<file path="src/hw/imsc_defs.svh">
`ifndef IMSC_DEFS_SVH
`define IMSC_DEFS_SVH
// Slave address used until the one-time parameter is programmed
`define IMSC_SLAVE_ADDR_DFLT 7'h40
// Clock multiplication factors, in divider ticks per serial clock period
`define IMSC_M_SLOW 4'd8
`define IMSC_M_FAST 4'd6
// Requested rates below this figure (kHz) take the slow factor
`define IMSC_SLOW_KHZ 12'd100
// Divider range
`define IMSC_N_MIN 7'd1
`define IMSC_N_MAX 7'd127
// Low phase of every bit, in divider ticks
`define IMSC_LOW_TICKS 4'd4
// Start hold before the first clock fall, in divider ticks
`define IMSC_START_HOLD 4'd4
// Setup before start and before stop, in divider ticks
`define IMSC_SETUP_TICKS 4'd2
// Bus free time after a stop, in divider ticks
`define IMSC_BUS_FREE 4'd4
`endif

</file>
<file path="src/hw/imsc_pkg.sv">
package imsc_pkg;
	// Master commands
	typedef enum logic [1:0] {
		IMSC_OP_ADDR  = 2'b00,
		IMSC_OP_WRITE = 2'b01,
		IMSC_OP_READ  = 2'b10,
		IMSC_OP_STOP  = 2'b11
	} imsc_op_t;
	// One master command: start+address, byte write, byte read or stop
	typedef struct packed {
		imsc_op_t   op;
		logic [6:0] addr; // Slave address for IMSC_OP_ADDR
		logic       rw;   // 0 write, 1 read
		logic [7:0] data; // Byte for IMSC_OP_WRITE
		logic       nack; // Leave a read byte unacknowledged
	} imsc_cmd_t;
	// Master answer after each address or data byte
	typedef struct packed {
		logic [7:0] data; // Byte received on a read
		logic       nack; // Acknowledge bit seen on the wire
	} imsc_rsp_t;
endpackage

</file>
<file path="src/hw/imsc_ctrl.sv">
// What this block does
// Serial clock is operating clock over M times (N+1)
// M is eight below 100 kHz, else six
// Operating clock is 48, 60 or 80 MHz
// Clock open-drain as master, input as slave
// Master and slave, each transmitting and receiving
// Start, seven address bits, then direction bit
// Matching slave acknowledges low; roles then complement
// Address and data go most significant first
// Start falls, stop rises, data while clock high
// Write bytes each acknowledged by the slave
// Master acknowledges read bytes except the last
// Transfer ends with stop or repeated start
// Repeated start never preceded by a stop
// Master may send any seven-bit address
// Slave address defaults 40h, programmable once
// Start held four divider ticks before clock falls
// Slave ignores transfers to other addresses
`include "imsc_defs.svh"
module imsc_ctrl #(
	parameter int OP_CLK_MHZ = 48 // 48, 60 or 80; bus timing counts in its periods
) (
	// Clock and reset
	input  wire logic                ref_clk,
	input  wire logic                rst,
	// Configuration
	input  wire logic                master_mode,
	input  wire logic [6:0]          div_n,
	input  wire logic [11:0]         target_khz,
	input  wire logic                otp_wr,
	input  wire logic [6:0]          otp_addr,
	// Master command and answer
	input  wire logic                cmd_valid,
	output logic                     cmd_ready,
	input  wire imsc_pkg::imsc_cmd_t cmd,
	output logic                     rsp_valid,
	output imsc_pkg::imsc_rsp_t      rsp,
	// Slave data
	output logic                     s_rx_valid,
	output logic [7:0]               s_rx_data,
	output logic                     s_tx_req,
	input  wire logic [7:0]          s_tx_data,
	output logic                     s_busy,
	// Bus pins
	input  wire logic                scl_in,
	output logic                     scl_oe,
	input  wire logic                sda_in,
	output logic                     sda_oe
);
	import imsc_pkg::*;

	typedef enum logic [3:0] {
		M_IDLE = 4'h0, M_SLOW = 4'h1, M_SHIGH = 4'h2, M_SHOLD = 4'h3, M_LOW = 4'h4,
		M_HIGH = 4'h5, M_PLOW = 4'h6, M_PHIGH = 4'h7, M_PFREE = 4'h8
	} imsc_mst_t;
	typedef enum logic [2:0] {
		S_IDLE = 3'h0, S_ADDR = 3'h1, S_AACK = 3'h2, S_RX = 3'h3, S_RACK = 3'h4,
		S_TX = 3'h5, S_TACK = 3'h6, S_IGN = 3'h7
	} imsc_slv_t;

	// Clock factor from the requested rate
	function automatic logic [3:0] clk_factor(input logic [11:0] khz);
		clk_factor = (khz < `IMSC_SLOW_KHZ) ? `IMSC_M_SLOW : `IMSC_M_FAST;
	endfunction

	logic [6:0] div_cnt;    // Divider count
	logic       tick;       // One pulse per N+1 operating clocks
	logic [6:0] n_eff;      // Divider clamped to its legal range
	logic [3:0] hi_ticks;   // High phase length
	imsc_mst_t  m_state;    // Master sequencer
	logic [3:0] ph;         // Ticks spent in the current phase
	logic [8:0] m_sh;       // Outgoing bits, MSB first, ninth is acknowledge
	logic [7:0] m_rx;       // Incoming bits
	logic [3:0] m_bit;      // Bit index within the byte
	logic       owned;      // Bus held between transfers
	logic       m_scl_oe;   // Master clock drive
	logic       m_sda_oe;   // Master data drive
	imsc_slv_t  s_state;    // Slave sequencer
	logic       scl_q;      // Pins one cycle ago, for edge detection
	logic       sda_q;
	logic [6:0] slave_addr; // Address the slave answers to
	logic       otp_done;   // Programming already used
	logic [7:0] s_sh;       // Slave shift register
	logic [2:0] s_cnt;      // Slave bit count
	logic       s_sda_oe;   // Slave data drive
	logic       s_got8;     // Eight bits shifted in, acknowledge slot comes next
	logic       bus_start;  // Start seen on the wire
	logic       bus_stop;   // Stop seen on the wire
	logic       scl_rise;
	logic       scl_fall;

	assign n_eff    = (div_n < `IMSC_N_MIN) ? `IMSC_N_MIN : div_n;
	assign hi_ticks = clk_factor(target_khz) - `IMSC_LOW_TICKS;
	assign tick     = (div_cnt == n_eff);

	// Divider: one tick every N+1 operating clocks
	always_ff @(posedge ref_clk) begin
		if (rst || tick || m_state == M_IDLE) begin
			div_cnt <= 7'h00;
		end else begin
			div_cnt <= div_cnt + 7'h01;
		end
	end

	assign cmd_ready = master_mode && (m_state == M_IDLE);

	// Master sequencer: start, bits, stop, all paced by the divider
	always_ff @(posedge ref_clk) begin
		if (rst) begin
			m_state   <= M_IDLE;
			ph        <= 4'h0;
			m_sh      <= 9'h1ff;
			m_rx      <= 8'h00;
			m_bit     <= 4'h0;
			owned     <= 1'b0;
			m_scl_oe  <= 1'b0;
			m_sda_oe  <= 1'b0;
			rsp_valid <= 1'b0;
			rsp       <= '0;
		end else begin
			rsp_valid <= 1'b0;
			case (m_state)
				M_IDLE: begin
					ph <= 4'h0;
					if (cmd_valid && cmd_ready) begin
						m_bit <= 4'h0;
						case (cmd.op)
							IMSC_OP_ADDR: begin
								m_sh    <= {cmd.addr, cmd.rw, 1'b1};
								m_state <= M_SLOW; // no stop before restart
							end
							IMSC_OP_WRITE: begin
								m_sh    <= {cmd.data, 1'b1};
								m_state <= M_LOW;
							end
							IMSC_OP_READ: begin
								m_sh    <= {8'hff, cmd.nack};
								m_state <= M_LOW;
							end
							default: m_state <= M_PLOW;
						endcase
					end
				end
				// Release data during the low phase, so a restart can follow a byte
				M_SLOW: if (tick) begin
					m_sda_oe <= 1'b0;
					ph       <= ph + 4'h1;
					if (!owned || ph == `IMSC_LOW_TICKS - 4'h1) begin
						ph       <= 4'h0;
						m_scl_oe <= 1'b0;
						m_state  <= M_SHIGH;
					end
				end
				M_SHIGH: if (tick) begin
					ph <= ph + 4'h1;
					if (ph == `IMSC_SETUP_TICKS - 4'h1) begin
						ph       <= 4'h0;
						m_sda_oe <= 1'b1; // data falls with clock high
						owned    <= 1'b1;
						m_state  <= M_SHOLD;
					end
				end
				M_SHOLD: if (tick) begin
					ph <= ph + 4'h1;
					if (ph == `IMSC_START_HOLD - 4'h1) begin
						ph       <= 4'h0;
						m_scl_oe <= 1'b1;
						m_state  <= M_LOW;
					end
				end
				M_LOW: if (tick) begin
					m_scl_oe <= 1'b1;
					ph       <= ph + 4'h1;
					if (ph == 4'h0) begin
						m_sda_oe <= ~m_sh[8];
					end
					if (ph == `IMSC_LOW_TICKS - 4'h1) begin
						ph       <= 4'h0;
						m_scl_oe <= 1'b0;
						m_state  <= M_HIGH;
					end
				end
				M_HIGH: if (tick) begin
					ph <= ph + 4'h1;
					if (ph == hi_ticks - 4'h1) begin
						ph       <= 4'h0;
						m_scl_oe <= 1'b1;
						m_sh     <= {m_sh[7:0], 1'b1};
						m_bit    <= m_bit + 4'h1;
						if (m_bit == 4'h8) begin
							rsp_valid <= 1'b1;
							rsp       <= '{data: m_rx, nack: sda_in};
							m_state   <= M_IDLE;
						end else begin
							m_rx    <= {m_rx[6:0], sda_in};
							m_state <= M_LOW;
						end
					end
				end
				M_PLOW: if (tick) begin
					m_scl_oe <= 1'b1;
					m_sda_oe <= 1'b1;
					ph       <= ph + 4'h1;
					if (ph == `IMSC_LOW_TICKS - 4'h1) begin
						ph       <= 4'h0;
						m_scl_oe <= 1'b0;
						m_state  <= M_PHIGH;
					end
				end
				M_PHIGH: if (tick) begin
					ph <= ph + 4'h1;
					if (ph == `IMSC_SETUP_TICKS - 4'h1) begin
						ph       <= 4'h0;
						m_sda_oe <= 1'b0; // data rises with clock high
						owned    <= 1'b0;
						m_state  <= M_PFREE;
					end
				end
				M_PFREE: if (tick) begin
					ph <= ph + 4'h1;
					if (ph == `IMSC_BUS_FREE - 4'h1) begin
						m_state <= M_IDLE;
					end
				end
				default: m_state <= M_IDLE;
			endcase
		end
	end

	// Slave address: defaults at reset, takes one programming only
	always_ff @(posedge ref_clk) begin
		if (rst) begin
			slave_addr <= `IMSC_SLAVE_ADDR_DFLT;
			otp_done   <= 1'b0;
		end else if (otp_wr && !otp_done) begin
			slave_addr <= otp_addr;
			otp_done   <= 1'b1;
		end
	end

	// Pin history for the slave edge detectors
	always_ff @(posedge ref_clk) begin
		if (rst) begin
			scl_q <= 1'b1;
			sda_q <= 1'b1;
		end else begin
			scl_q <= scl_in;
			sda_q <= sda_in;
		end
	end

	assign bus_start = scl_in && scl_q && sda_q && !sda_in;
	assign bus_stop  = scl_in && scl_q && !sda_q && sda_in;
	assign scl_rise  = scl_in && !scl_q;
	assign scl_fall  = !scl_in && scl_q;
	assign s_busy    = (s_state != S_IDLE);

	// Slave sequencer; the slave only watches the clock, never drives it
	always_ff @(posedge ref_clk) begin
		if (rst || master_mode) begin
			s_state    <= S_IDLE;
			s_sh       <= 8'h00;
			s_cnt      <= 3'h0;
			s_sda_oe   <= 1'b0;
			s_rx_valid <= 1'b0;
			s_rx_data  <= 8'h00;
			s_tx_req   <= 1'b0;
			s_got8     <= 1'b0;
		end else begin
			s_rx_valid <= 1'b0;
			s_tx_req   <= 1'b0;
			if (bus_start) begin
				s_state  <= S_ADDR; // a restart also lands here
				s_cnt    <= 3'h0;
				s_got8   <= 1'b0;
				s_sda_oe <= 1'b0;
			end else if (bus_stop) begin
				s_state  <= S_IDLE;
				s_got8   <= 1'b0;
				s_sda_oe <= 1'b0;
			end else begin
				case (s_state)
					S_ADDR, S_RX: begin
						if (scl_rise) begin
							s_sh   <= {s_sh[6:0], sda_in};
							s_cnt  <= s_cnt + 3'h1;
							s_got8 <= (s_cnt == 3'h7);
						end
						// The clock fall that closes a start must not count as a byte end
						if (scl_fall && s_got8) begin
							s_got8 <= 1'b0;
							if (s_state == S_RX) begin
								s_rx_valid <= 1'b1;
								s_rx_data  <= s_sh;
								s_sda_oe   <= 1'b1;
								s_state    <= S_RACK;
							end else if (s_sh[7:1] == slave_addr) begin
								s_sda_oe <= 1'b1;
								s_state  <= S_AACK;
							end else begin
								s_state <= S_IGN;
							end
						end
					end
					S_AACK, S_RACK: if (scl_fall) begin
						s_sda_oe <= 1'b0;
						if (s_state == S_AACK && s_sh[0]) begin
							s_sh     <= s_tx_data; // slave transmits
							s_sda_oe <= ~s_tx_data[7];
							s_tx_req <= 1'b1;
							s_state  <= S_TX;
						end else begin
							s_state <= S_RX; // slave receives
						end
					end
					S_TX: if (scl_fall) begin
						s_cnt <= s_cnt + 3'h1;
						if (s_cnt == 3'h7) begin
							s_sda_oe <= 1'b0;
							s_state  <= S_TACK;
						end else begin
							s_sh     <= {s_sh[6:0], 1'b1};
							s_sda_oe <= ~s_sh[6];
						end
					end
					S_TACK: begin
						if (scl_rise) begin
							s_sh[0] <= sda_in;
						end
						if (scl_fall) begin
							if (!s_sh[0]) begin
								s_sh     <= s_tx_data; // more wanted
								s_sda_oe <= ~s_tx_data[7];
								s_tx_req <= 1'b1;
								s_state  <= S_TX;
							end else begin
								s_state <= S_IGN; // last byte
							end
						end
					end
					S_IGN: s_sda_oe <= 1'b0;
					default: s_state <= S_IDLE;
				endcase
			end
		end
	end

	// Pin drives; the slave side never pulls the clock
	assign scl_oe = master_mode && m_scl_oe;
	assign sda_oe = master_mode ? m_sda_oe : s_sda_oe;

	logic [7:0] tick_gap; // Operating clocks since the last divider tick
	logic [9:0] hold_cyc; // Operating clocks spent in the start hold

	// Tick spacing counter, restarted wherever the divider restarts
	always_ff @(posedge ref_clk) begin
		if (rst || tick || m_state == M_IDLE) begin
			tick_gap <= 8'h01;
		end else begin
			tick_gap <= tick_gap + 8'h01;
		end
	end

	// Start hold length, cleared while the setup before it runs
	always_ff @(posedge ref_clk) begin
		if (rst || m_state == M_SHIGH) begin
			hold_cyc <= 10'h000;
		end else if (m_state == M_SHOLD) begin
			hold_cyc <= hold_cyc + 10'h001;
		end
	end
endmodule

</file>
<file path="config.mk">
export PLATFORM = sky130hd
export DESIGN_NAME = imsc_ctrl
export DESIGN_NICKNAME = d
export VERILOG_FILES = /design/src/hw/imsc_pkg.sv /design/src/hw/imsc_ctrl.sv
export VERILOG_INCLUDE_DIRS = /design/src /design/src/hw
export SDC_FILE = /design/constraint.sdc
export NUM_CORES = 1
export LEC_CHECK = 0
export BUFFER_PORTS_ARGS = -buffer_cell sky130_fd_sc_hd__buf_2
export CORE_MARGIN = 3
export CORE_UTILIZATION = 60
export CTS_CLUSTER_DIAMETER = 40
export DETAILED_ROUTE_END_ITERATION = 10
export GPL_TIMING_DRIVEN = 0
export PLACE_DENSITY = 0.9
export SLEW_MARGIN = 10
export SYNTH_ARGS = -nofsm -noshare
export SYNTH_HDL_FRONTEND = slang
export SYNTH_SLANG_ARGS = --single-unit
</file>
<file path="constraint.sdc">
create_clock -name ref_clk -period 4.35 [get_ports ref_clk]
set_input_delay 0.6525 -clock ref_clk [delete_from_list [all_inputs] [get_ports ref_clk]]
set_output_delay 0.6525 -clock ref_clk [all_outputs]
set_load 0.005 [all_outputs]
</file>
Yosys cells after proc, flatten, opt, wreduce, memory -nomap -nowiden
Cells that the tools add are included.
{"block": "totals", "ff_bits": 85, "input_bits": 60, "output_inout_bits": 24}
{"block": "op_classes", "n_addsub": 6, "n_lt_le_gt_ge": 2, "eq_ne": 62, "n_mux": 104, "n_bitwise": 12, "n_reduce_logical": 63}
{"cell": "4-bit 2-to-1 mux", "n": 30}
{"cell": "8-bit 2-to-1 mux", "n": 7}
{"cell": "2-bit != test (second input constant)", "n": 26}
{"cell": "1-bit 2-to-1 mux", "n": 37}
{"cell": "4-bit case mux with 9 select lines", "n": 1}
{"cell": "3-bit 2-to-1 mux", "n": 11}
{"cell": "8-bit case mux with 4 select lines", "n": 1}
{"cell": "9-bit 2-to-1 mux", "n": 3}
{"cell": "9-bit case mux with 3 select lines", "n": 1}
{"cell": "4-bit case mux with 6 select lines", "n": 1}
{"cell": "4-bit != test (second input constant)", "n": 5}
{"cell": "9-bit case mux with 2 select lines", "n": 1}
{"cell": "6-bit AND reduction", "n": 3}
{"cell": "17-bit AND reduction", "n": 1}
{"cell": "4-bit by 3-bit == test with 1-bit output (second input constant)", "n": 4}
{"cell": "4-bit AND reduction", "n": 4}
{"cell": "8-bit AND reduction", "n": 2}
{"cell": "3-bit == test (second input constant)", "n": 5}
{"cell": "3-bit case mux with 5 select lines", "n": 1}
{"cell": "5-bit AND reduction", "n": 3}
{"cell": "7-bit == test", "n": 2}
{"cell": "1-bit logical AND", "n": 13}
{"cell": "4-bit by 2-bit == test with 1-bit output (second input constant)", "n": 3}
{"cell": "12-bit by 7-bit less-than comparator with 1-bit output (second input constant)", "n": 1}
{"cell": "other kinds (41)", "n": 83}

Logic depth before layout (Yosys ltp)
Gate-level depths: netlist of the first run.
{"block": "depth", "ltp_word": 8, "mapped_depth": 10, "mapped_depth_nobuf": 8}

Worst setup path before layout of the first run
Ideal clock, no wire load.
{"block": "synth_timing", "path_kind": "input to register", "startpoint": "input port target_khz[11]", "endpoint": "register rsp[1] (netlist name)", "setup_time_ns": 0.129, "t_arrival_ns": 2.474, "t_required_ns": 4.221, "slack_ns": 1.747, "cell_stages": 7, "n_path_buf": 1, "cell_sequence": "or4_4 > or4_4 > and4bb_1 > or3b_1 > buf_4 > mux2i_1 > nor2_1"}
{"block": "synth_between", "elab_chain_len": 6}
{"element": "start: declaration", "line_no": "imsc_ctrl.sv:29", "rtl": "input wire logic [11:0] target_khz,"}
{"element": "12-bit by 7-bit less-than comparator with 1-bit output (no line)"}
{"element": "4-bit 2-to-1 mux (no line)"}
{"element": "4-bit by 3-bit subtractor with 4-bit output (no line)"}
{"element": "4-bit by 1-bit subtractor with 4-bit output", "line_no": "imsc_ctrl.sv:185", "rtl": "if (ph == hi_ticks - 4'h1) begin"}
{"element": "4-bit == test", "line_no": "imsc_ctrl.sv:185"}
{"element": "4-bit AND reduction (no line)"}
{"element": "end signal: assignment", "line_no": "imsc_ctrl.sv:192", "rtl": "rsp <= '{data: m_rx, nack: sda_in};"}
{"element": "end: declaration", "line_no": "imsc_ctrl.sv:37", "rtl": "output imsc_pkg::imsc_rsp_t rsp,"}
Every way passes these cells.
A chain may end at the register's enable or synchronous reset.

Worst setup path in the final report of the first run
{"block": "layout_timing", "startpoint": "input port div_n[5]", "endpoint": "register ph[1]"}
{"block": "layout_between", "elab_chain_len": 5}
{"element": "start: declaration", "line_no": "imsc_ctrl.sv:28", "rtl": "input wire logic [6:0] div_n,"}
{"element": "7-bit by 1-bit less-than comparator with 1-bit output (no line)"}
{"element": "7-bit 2-to-1 mux (*)", "line_no": "imsc_ctrl.sv:92", "rtl": "assign n_eff = (div_n < `IMSC_N_MIN) ? `IMSC_N_MIN : div_n;"}
{"element": "7-bit == test (*)", "line_no": "imsc_ctrl.sv:94", "rtl": "assign tick = (div_cnt == n_eff);"}
{"element": "2-bit by 1-bit != test with 1-bit output (no line) / 2-bit != test (equally long branches)"}
{"element": "6-bit AND reduction (no line) (*)"}
{"element": "end signal: assignment", "line_no": "imsc_ctrl.sv:147", "rtl": "ph <= ph + 4'h1;"}
{"element": "end signal: assignment", "line_no": "imsc_ctrl.sv:155", "rtl": "ph <= ph + 4'h1;"}
{"element": "end signal: assignment", "line_no": "imsc_ctrl.sv:164", "rtl": "ph <= ph + 4'h1;"}
{"element": "end: declaration", "line_no": "imsc_ctrl.sv:71", "rtl": "logic [3:0] ph;"}
Every way passes the cells marked *; elsewhere a longest branch is shown, timed or not.

==> results of run 1 <==
## synthesized netlist by cell type (5+ instances only)
| library cell | number |
|---|---|
| a211oi_1 | 13 |
| a21oi_1 | 42 |
| a221oi_1 | 7 |
| buf_1 | 5 |
| clkbuf_1 | 23 |
| dfxtp_1 | 85 |
| ha_1 | 13 |
| inv_1 | 15 |
| mux2i_1 | 44 |
| nand2_1 | 36 |
| nand2b_1 | 9 |
| nand3_1 | 9 |
| nor2_1 | 84 |
| nor2b_1 | 8 |
| nor3_1 | 17 |
| o211ai_1 | 10 |
| o21ai_0 | 13 |
| or2_2 | 7 |
| or3_1 | 6 |
| xnor2_1 | 6 |
| xor2_1 | 17 |
## state kept, by name, indices dropped and copies added (netlist names), 3 cells and up
register,count
div_cnt,7
m_bit,4
m_rx,8
m_sh,9
m_state,4
ph,4
rsp,9
s_cnt,3
s_rx_data,8
s_sh,8
s_state,3
slave_addr,7
## worst min-delay path: stages, from the launching register on
cell and delay, ns:
dfxtp_1 0.34, nor2_1 0.05, nor2_1 0.07
## where the power goes
part	internal [uW]	leakage, uW	switching [uW]
registers	838	0.000690	54.7
logic	317	0.00155	438
clock network	219	0.0000892	322
total	1370	0.00233	815
## metrics by stage
step	total power, uW	utilization, %	setup WS, ns	hold slack [ns]
finish	2189	72.18	1.700	0.4902
CTS	2179	72.18	1.717	0.4919
floorplan	1472	-	1.747	0.4386
global route	2317	72.18	1.576	0.5066
detailed placement	1648	69.65	1.350	0.4727
global placement	1617	69.65	1.375	0.4561
## routing by layer
| layer | share of wire [%] | wire length, um | vias up | GRT usage (%) |
|---|---|---|---|---|
| met5 | 0 | 0 | - | 0 |
| met4 | 2.2 | 255 | 0 | 9.646 |
| met3 | 7.4 | 850 | 35 | 5.310 |
| met2 | 46 | 5331 | 211 | 43.18 |
| met1 | 44 | 5109 | 2053 | 36.06 |
| li1 | - | - | 2120 | - |
## layout make-up
type	count	area, sq um	area share (%)
plain buffers	33	138.9	2.625
clock buffers	9	123.9	2.341
clock inverters	7	61.31	1.159
inverters	15	56.30	1.064
multi-input cells	412	2685	50.74
flip-flops and latches	85	1702	32.16
well taps	99	123.9	2.341
repair buffers	80	400.4	7.567
## final timing paths
path,to,slack (ns),cells past startpoint
max,ph[1],1.70,7
min,otp_done,0.49,2
max reg2reg,s_sh[0],1.82,7
min reg2reg,otp_done,0.49,2
## logic make-up (layout without fill, tap and decap cells)
logic type,Yosys count,after routing,synth area share [%]
simple gates,209,209,22.56
compound gates,120,120,17.80
flops,85,85,37.14
buf+inv,48,144,4.260
mux,45,45,9.858
xor+xnor,23,23,4.396
fa+ha+maj,15,15,3.987
==> results.tsv, run 1 <==
stage	metric	value	unit
place	Placed Area	5106	sq um
timing	Setup Skew	0.01418	ns
clocking	CTS Buf Count	9	
run	Max Cap Viol	0	
logic_synthesis	Synthesized Nets	618	
timing	period utilisation layout	60.93	%
floorplan	standard-cell rows	31	
place	Placed Cells	724	
critical_path	crit path from	div_n[5]	
logic_synthesis	Mapped Cells	545	
routing	via count	4419	
floorplan	Initial Util	62.50	%
outcome	status	complete, no violations	
critical_path	r2r startpoint	s_state[1]	
logic_synthesis	dominant synthesized flop cell	dfxtp_1	
routing	DRT iter0 DRCs	377	
logic_synthesis	Synth area leaders	dfxtp_1 (37%), mux2i_1 (9.6%), nor2_1 (6.9%), a21oi_1 (4.6%), ha_1 (3.5%)	
logic_synthesis	Yosys top cell area share	37.14	%
routing	Avg WL per Cell	15.60	um
clocking	post-CTS setup buffer count	0	
timing	RSZ-0062 raised after global routing	false	
logic_synthesis	Synth Area per Inst	8.407	sq um
clocking	H-tree depth	3	
timing	Max Slew Vio Count	0	
timing	Worst Tran Pin Value	1.086	ns
critical_path	critical path cell sequence	buf_2, nor4_1, mux2i_1, nand4_1, maj3_1, or3b_1, a21oi_2	
clocking	Max clock buf depth	2	
place	HPWL Detailed	8582	um
hold_path	Hold Startpoint	otp_done	
critical_path	Slowest-stage cell, CP	maj3_1	
cells_and_area	commonest non-fill, non-tap cell in the layout	dfxtp_1	
critical_path	CP endpoint kind	flip-flop	
timing	final setup fails	0	
logic_synthesis	leading area contributor after synthesis	dfxtp_1	
clocking	hold buffers post-CTS	0	
cells_and_area	ant diodes	0	
floorplan	Die Wd	93.39	um
global_route	grt ovf	0	
routing	vias per cell	5.972	
timing	Setup TNS	0	ns
clocking	Sink Count	85	
logic_synthesis	Post-Syn Area	4582	sq um
global_route	global-route wire length before repair	19190	um
critical_path	Buf/Inv on CP	1	
clocking	CTS tree	built	
pwr	P_leak	0.002328	uW
critical_path	crit-path max FO	10	
global_route	initial antenna violation count	0	
timing	Final min period	2.650	ns
clocking	root buffer cell	clkbuf_8	
place	Placer Congestion	0.9609	
cells_and_area	post-route cell area	5291	sq um
critical_path	CP top delay family	simple AND/OR/NAND/NOR gates	
routing	Post-DRT Antenna Nets	0	
logic_synthesis	Synth async-reset ratio	0	%
timing	maximum clock rate	377.3	MHz
floorplan	die area	8721	sq um
timing	Slew HR	27.06	%
logic_synthesis	Post-synth EDFFs	0	
cells_and_area	final cell count without fillers	740	
place	# port buffers	80	
floorplan	core area	7331	sq um
critical_path	Startpoint Class	input pin	
clocking	clock-pin slew on the worst setup and hold paths	0.10	ns
timing	Fin. Hold Viols	0	
clocking	clock latency on the worst-skew pair	0.38	ns
critical_path	Critical Path AT	2.96	ns
cells_and_area	layout cell share with drive strength beyond 1	19.19	%
critical_path	critical path class	input pin to flip-flop	
routing	DRC viols	0	
global_route	vias in the first global route	4117	
logic_synthesis	synthesis warning total	0	
pwr	Max VDD drop	0.0003266	V
global_route	largest net degree at the start of global routing	18	
critical_path	Crit path required time	4.66	ns
pwr	PwrDens	413.7	nW/um^2
routing	first-pass iteration count of the detailed router	6	
floorplan	Die H	93.39	um
cells_and_area	Layout Area Growth over Synthesis	15.48	%
routing	drt total wl	11550	um
clocking	post-cts resize count	0	
critical_path	Crit path largest cell delay	0.62	ns
floorplan	top-level I/O count	84	
cells_and_area	most frequent cells in the layout	dfxtp_1 (85), nor2_1 (84), buf_2 (82)	
cells_and_area	Nets	709	
hold_path	Hold WC Path Type	flip-flop to flip-flop	
logic_synthesis	post-synthesis sequential area ratio	37.14	%
cells_and_area	Filler cells	545	
global_route	Tot GR Track Use	26.93	%
logic_synthesis	Distinct cells, synth	74	
logic_synthesis	#FFs+latches synth	85	
Note: power is estimated with default switching activity, not from simulation.
==> inputs of run 2 (changes only) <==
Settings changed: CORE_UTILIZATION 60 to 56, PLACE_DENSITY 0.9 to 0.85.
Clock period 4.35 ns to 2.75 ns, I/O delays scaled along.
==> run 2 against run 1 <==
  * Critical path depth is 1 lower
  * Critical path type is now flip-flop to flip-flop
  * Largest cell class unchanged
  * First-iteration DRC count is 16% lower
  * Non-clock buffer count stayed put
  * Critical endpoint unchanged
  * Via count is 0.95% lower
==> results.tsv, run 2 (synthesis gave the netlist of run 1 again) <==
stage	metric	value	unit	change
outcome	status	complete, no violations		unchanged
pwr	combinational power share	34.3	%	was 34.5%
cells_and_area	post-route cell area	5306	sq um	was 5291 sq um
critical_path	Crit path required time	3.06	ns	was 4.66 ns
timing	Max Slew Vio Count	0		unchanged
clocking	root buffer cell	clkbuf_8		unchanged
pwr	Sw Pwr	1302	uW	was 814.7 uW
clocking	CTS Buf Count	9		unchanged
pwr	PwrDens	657.7	nW/um^2	was 413.7 nW/um^2
timing	Setup Skew	0.01349	ns	was 0.01418 ns
critical_path	Critical Path AT	2.93	ns	was 2.96 ns
critical_path	Startpoint Class	flip-flop		was input pin
cells_and_area	Layout Area Growth over Synthesis	15.81	%	was 15.48%
floorplan	Die Wd	96.46	um	was 93.39 um
timing	Setup TNS	0	ns	unchanged
routing	DRT iter0 DRCs	317		was 377
routing	Post-DRT Antenna Nets	0		unchanged
global_route	vias in the first global route	4117		unchanged
cells_and_area	biggest regs	m_sh (9), rsp (9)		unchanged
pwr	Clock power frac	25.3	%	was 24.7%
clocking	Max clock buf depth	2		unchanged
routing	vias per cell	5.891		was 5.972
floorplan	core area	7848	sq um	was 7331 sq um
clocking	hold buffers post-CTS	0		unchanged
cells_and_area	commonest non-fill, non-tap cell in the layout	dfxtp_1		unchanged
pwr	Switching Fraction	37.30	%	was 37.22%
critical_path	critical path class	flip-flop to flip-flop		was input pin to flip-flop
critical_path	CP endpoint	ph[1]		unchanged
place	Placed Area	5110	sq um	was 5106 sq um
cells_and_area	Filler cells	658		was 545
hold_path	Hold WC Path Type	input pin to flip-flop		was flip-flop to flip-flop
clocking	clock latency on the worst-skew pair	0.37	ns	was 0.38 ns
cells_and_area	layout cell share with drive strength beyond 1	19.19	%	unchanged
critical_path	crit-path max FO	10		unchanged
critical_path	R2R Setup Slk	0.13	ns	was 1.82 ns
critical_path	CP endpoint kind	flip-flop		unchanged
cells_and_area	ant diodes	0		unchanged
floorplan	standard-cell rows	32		was 31
critical_path	crit path from	div_cnt[4]		was div_n[5]
place	Placer Congestion	0.9598		was 0.9609
clocking	post-cts resize count	0		unchanged
timing	Slew HR	26.43	%	was 27.06%
pwr	P_int	2188	uW	was 1374 uW
timing	final setup fails	0		unchanged
place	HPWL Detailed	8451	um	was 8582 um
global_route	largest net degree at the start of global routing	19		was 18
global_route	grt ovf	0		unchanged
cells_and_area	area of the multi-input gates	2685	sq um	unchanged
clocking	clock-pin slew on the worst setup and hold paths	0.10	ns	about the same
critical_path	Critical R2R Capture	ph[1]		was s_sh[0]
routing	first-pass iteration count of the detailed router	5		was 6
place	Setup Slack @ Placement	-0.06385	ns	was 1.350 ns
critical_path	reg2reg path depth	6		was 7
routing	DRC viols	0		unchanged
global_route	initial antenna violation count	0		unchanged
cells_and_area	Seq. cell area	1702	sq um	unchanged
cells_and_area	most frequent cells in the layout	dfxtp_1 (85), nor2_1 (84), buf_2 (82)		unchanged
clocking	CTS tree	built		unchanged
critical_path	r2r startpoint	div_cnt[4]		was s_state[1]
global_route	global-route wire length before repair	19020	um	was 19190 um
timing	Final min period	2.623	ns	
global_route	Tot GR Track Use	25.74	%	was 26.93%
timing	RSZ-0062 raised after global routing	false		unchanged
floorplan	Die H	96.46	um	was 93.39 um
pwr	P_leak	0.002338	uW	was 0.002328 uW
routing	Avg WL per Cell	15.38	um	was 15.60 um
floorplan	die area	9304	sq um	was 8721 sq um
cells_and_area	Nets	709		unchanged
timing	Worst Tran Pin Value	1.095	ns	was 1.086 ns
pwr	Max VDD drop	0.0003390	V	was 0.0003266 V
timing	final worst slack	0.1265	ns	was 1.700 ns
timing	period utilisation layout	95.40	%	
timing	maximum clock rate	381.2	MHz	
clocking	H-tree depth	3		unchanged
floorplan	top-level I/O count	84		unchanged
floorplan	Initial Util	58.39	%	was 62.50%
routing	drt total wl	11430	um	was 11550 um
place	# port buffers	80		unchanged
clocking	Sink Count	85		unchanged
run	Max Cap Viol	0		unchanged
clocking	post-CTS setup buffer count	0		unchanged
cells_and_area	Finished Core Util	67.62	%	was 72.18%
pwr	share of power burned in registers	40.4	%	was 40.8%
routing	via count	4377		was 4419
timing	Fin. Hold Viols	0		unchanged
## run 2: cell count changes in the layout (fill, tap and decap cells not counted), sizes merged
cell and change:
clkinvlp -1, clkinv +1
## run 2: layout make-up
type	count	area share [%]
inverters	15	1.061
well taps	102	2.405
plain buffers	33	2.617
multi-input cells	412	50.60
repair buffers	80	7.545
flip-flops and latches	85	32.07
clock buffers	9	2.334
clock inverters	7	1.368
## run 2: worst max-delay path, stage by stage (launching register included)
cell and delay [ns]:
dfxtp_1 0.36, xor2_1 0.18, nor4_2 0.35, nand4_1 0.46, maj3_1 0.64, or3b_1 0.43
a21oi_2 0.14
## run 2: worst min path at each step
stage	from	end	slack, ns	depth (start not counted)
finish	otp_addr[6]	slave_addr[6]	0.26	3
global placement	otp_done	otp_done	0.46	2
global route	otp_addr[6]	slave_addr[6]	0.25	3
floorplan	otp_done	otp_done	0.44	2
CTS	otp_addr[6]	slave_addr[6]	0.25	3
detailed placement	m_sh[0]	m_sh[0]	0.47	2
## run 2: layer usage
metal | track usage (%) | share of wire, %
met5 | 0 | 0
met4 | 9.112 | 1.3
met3 | 3.873 | 5.7
met2 | 41.78 | 48
met1 | 34.92 | 45
## run 2: per-stage QoR
step | hold WS (ns) | total power (uW) | cells
final | 0.2590 | 3490 | 743
after floorplan | 0.4386 | 2328 | 545
after global routing | 0.2508 | 3715 | 743
after CTS | 0.2470 | 3484 | 743
after detailed placement | 0.4749 | 2604 | 727
after global placement | 0.4558 | 2556 | 727
## run 2: power by group through the flow
stage	sequential (uW)	combinational, uW	clock [uW]
final	1410	1200	883
after CTS	1410	1180	894
after detailed placement	1430	1170	0
after floorplan	1410	916	0
after global routing	1420	1340	946
after global placement	1430	1130	0
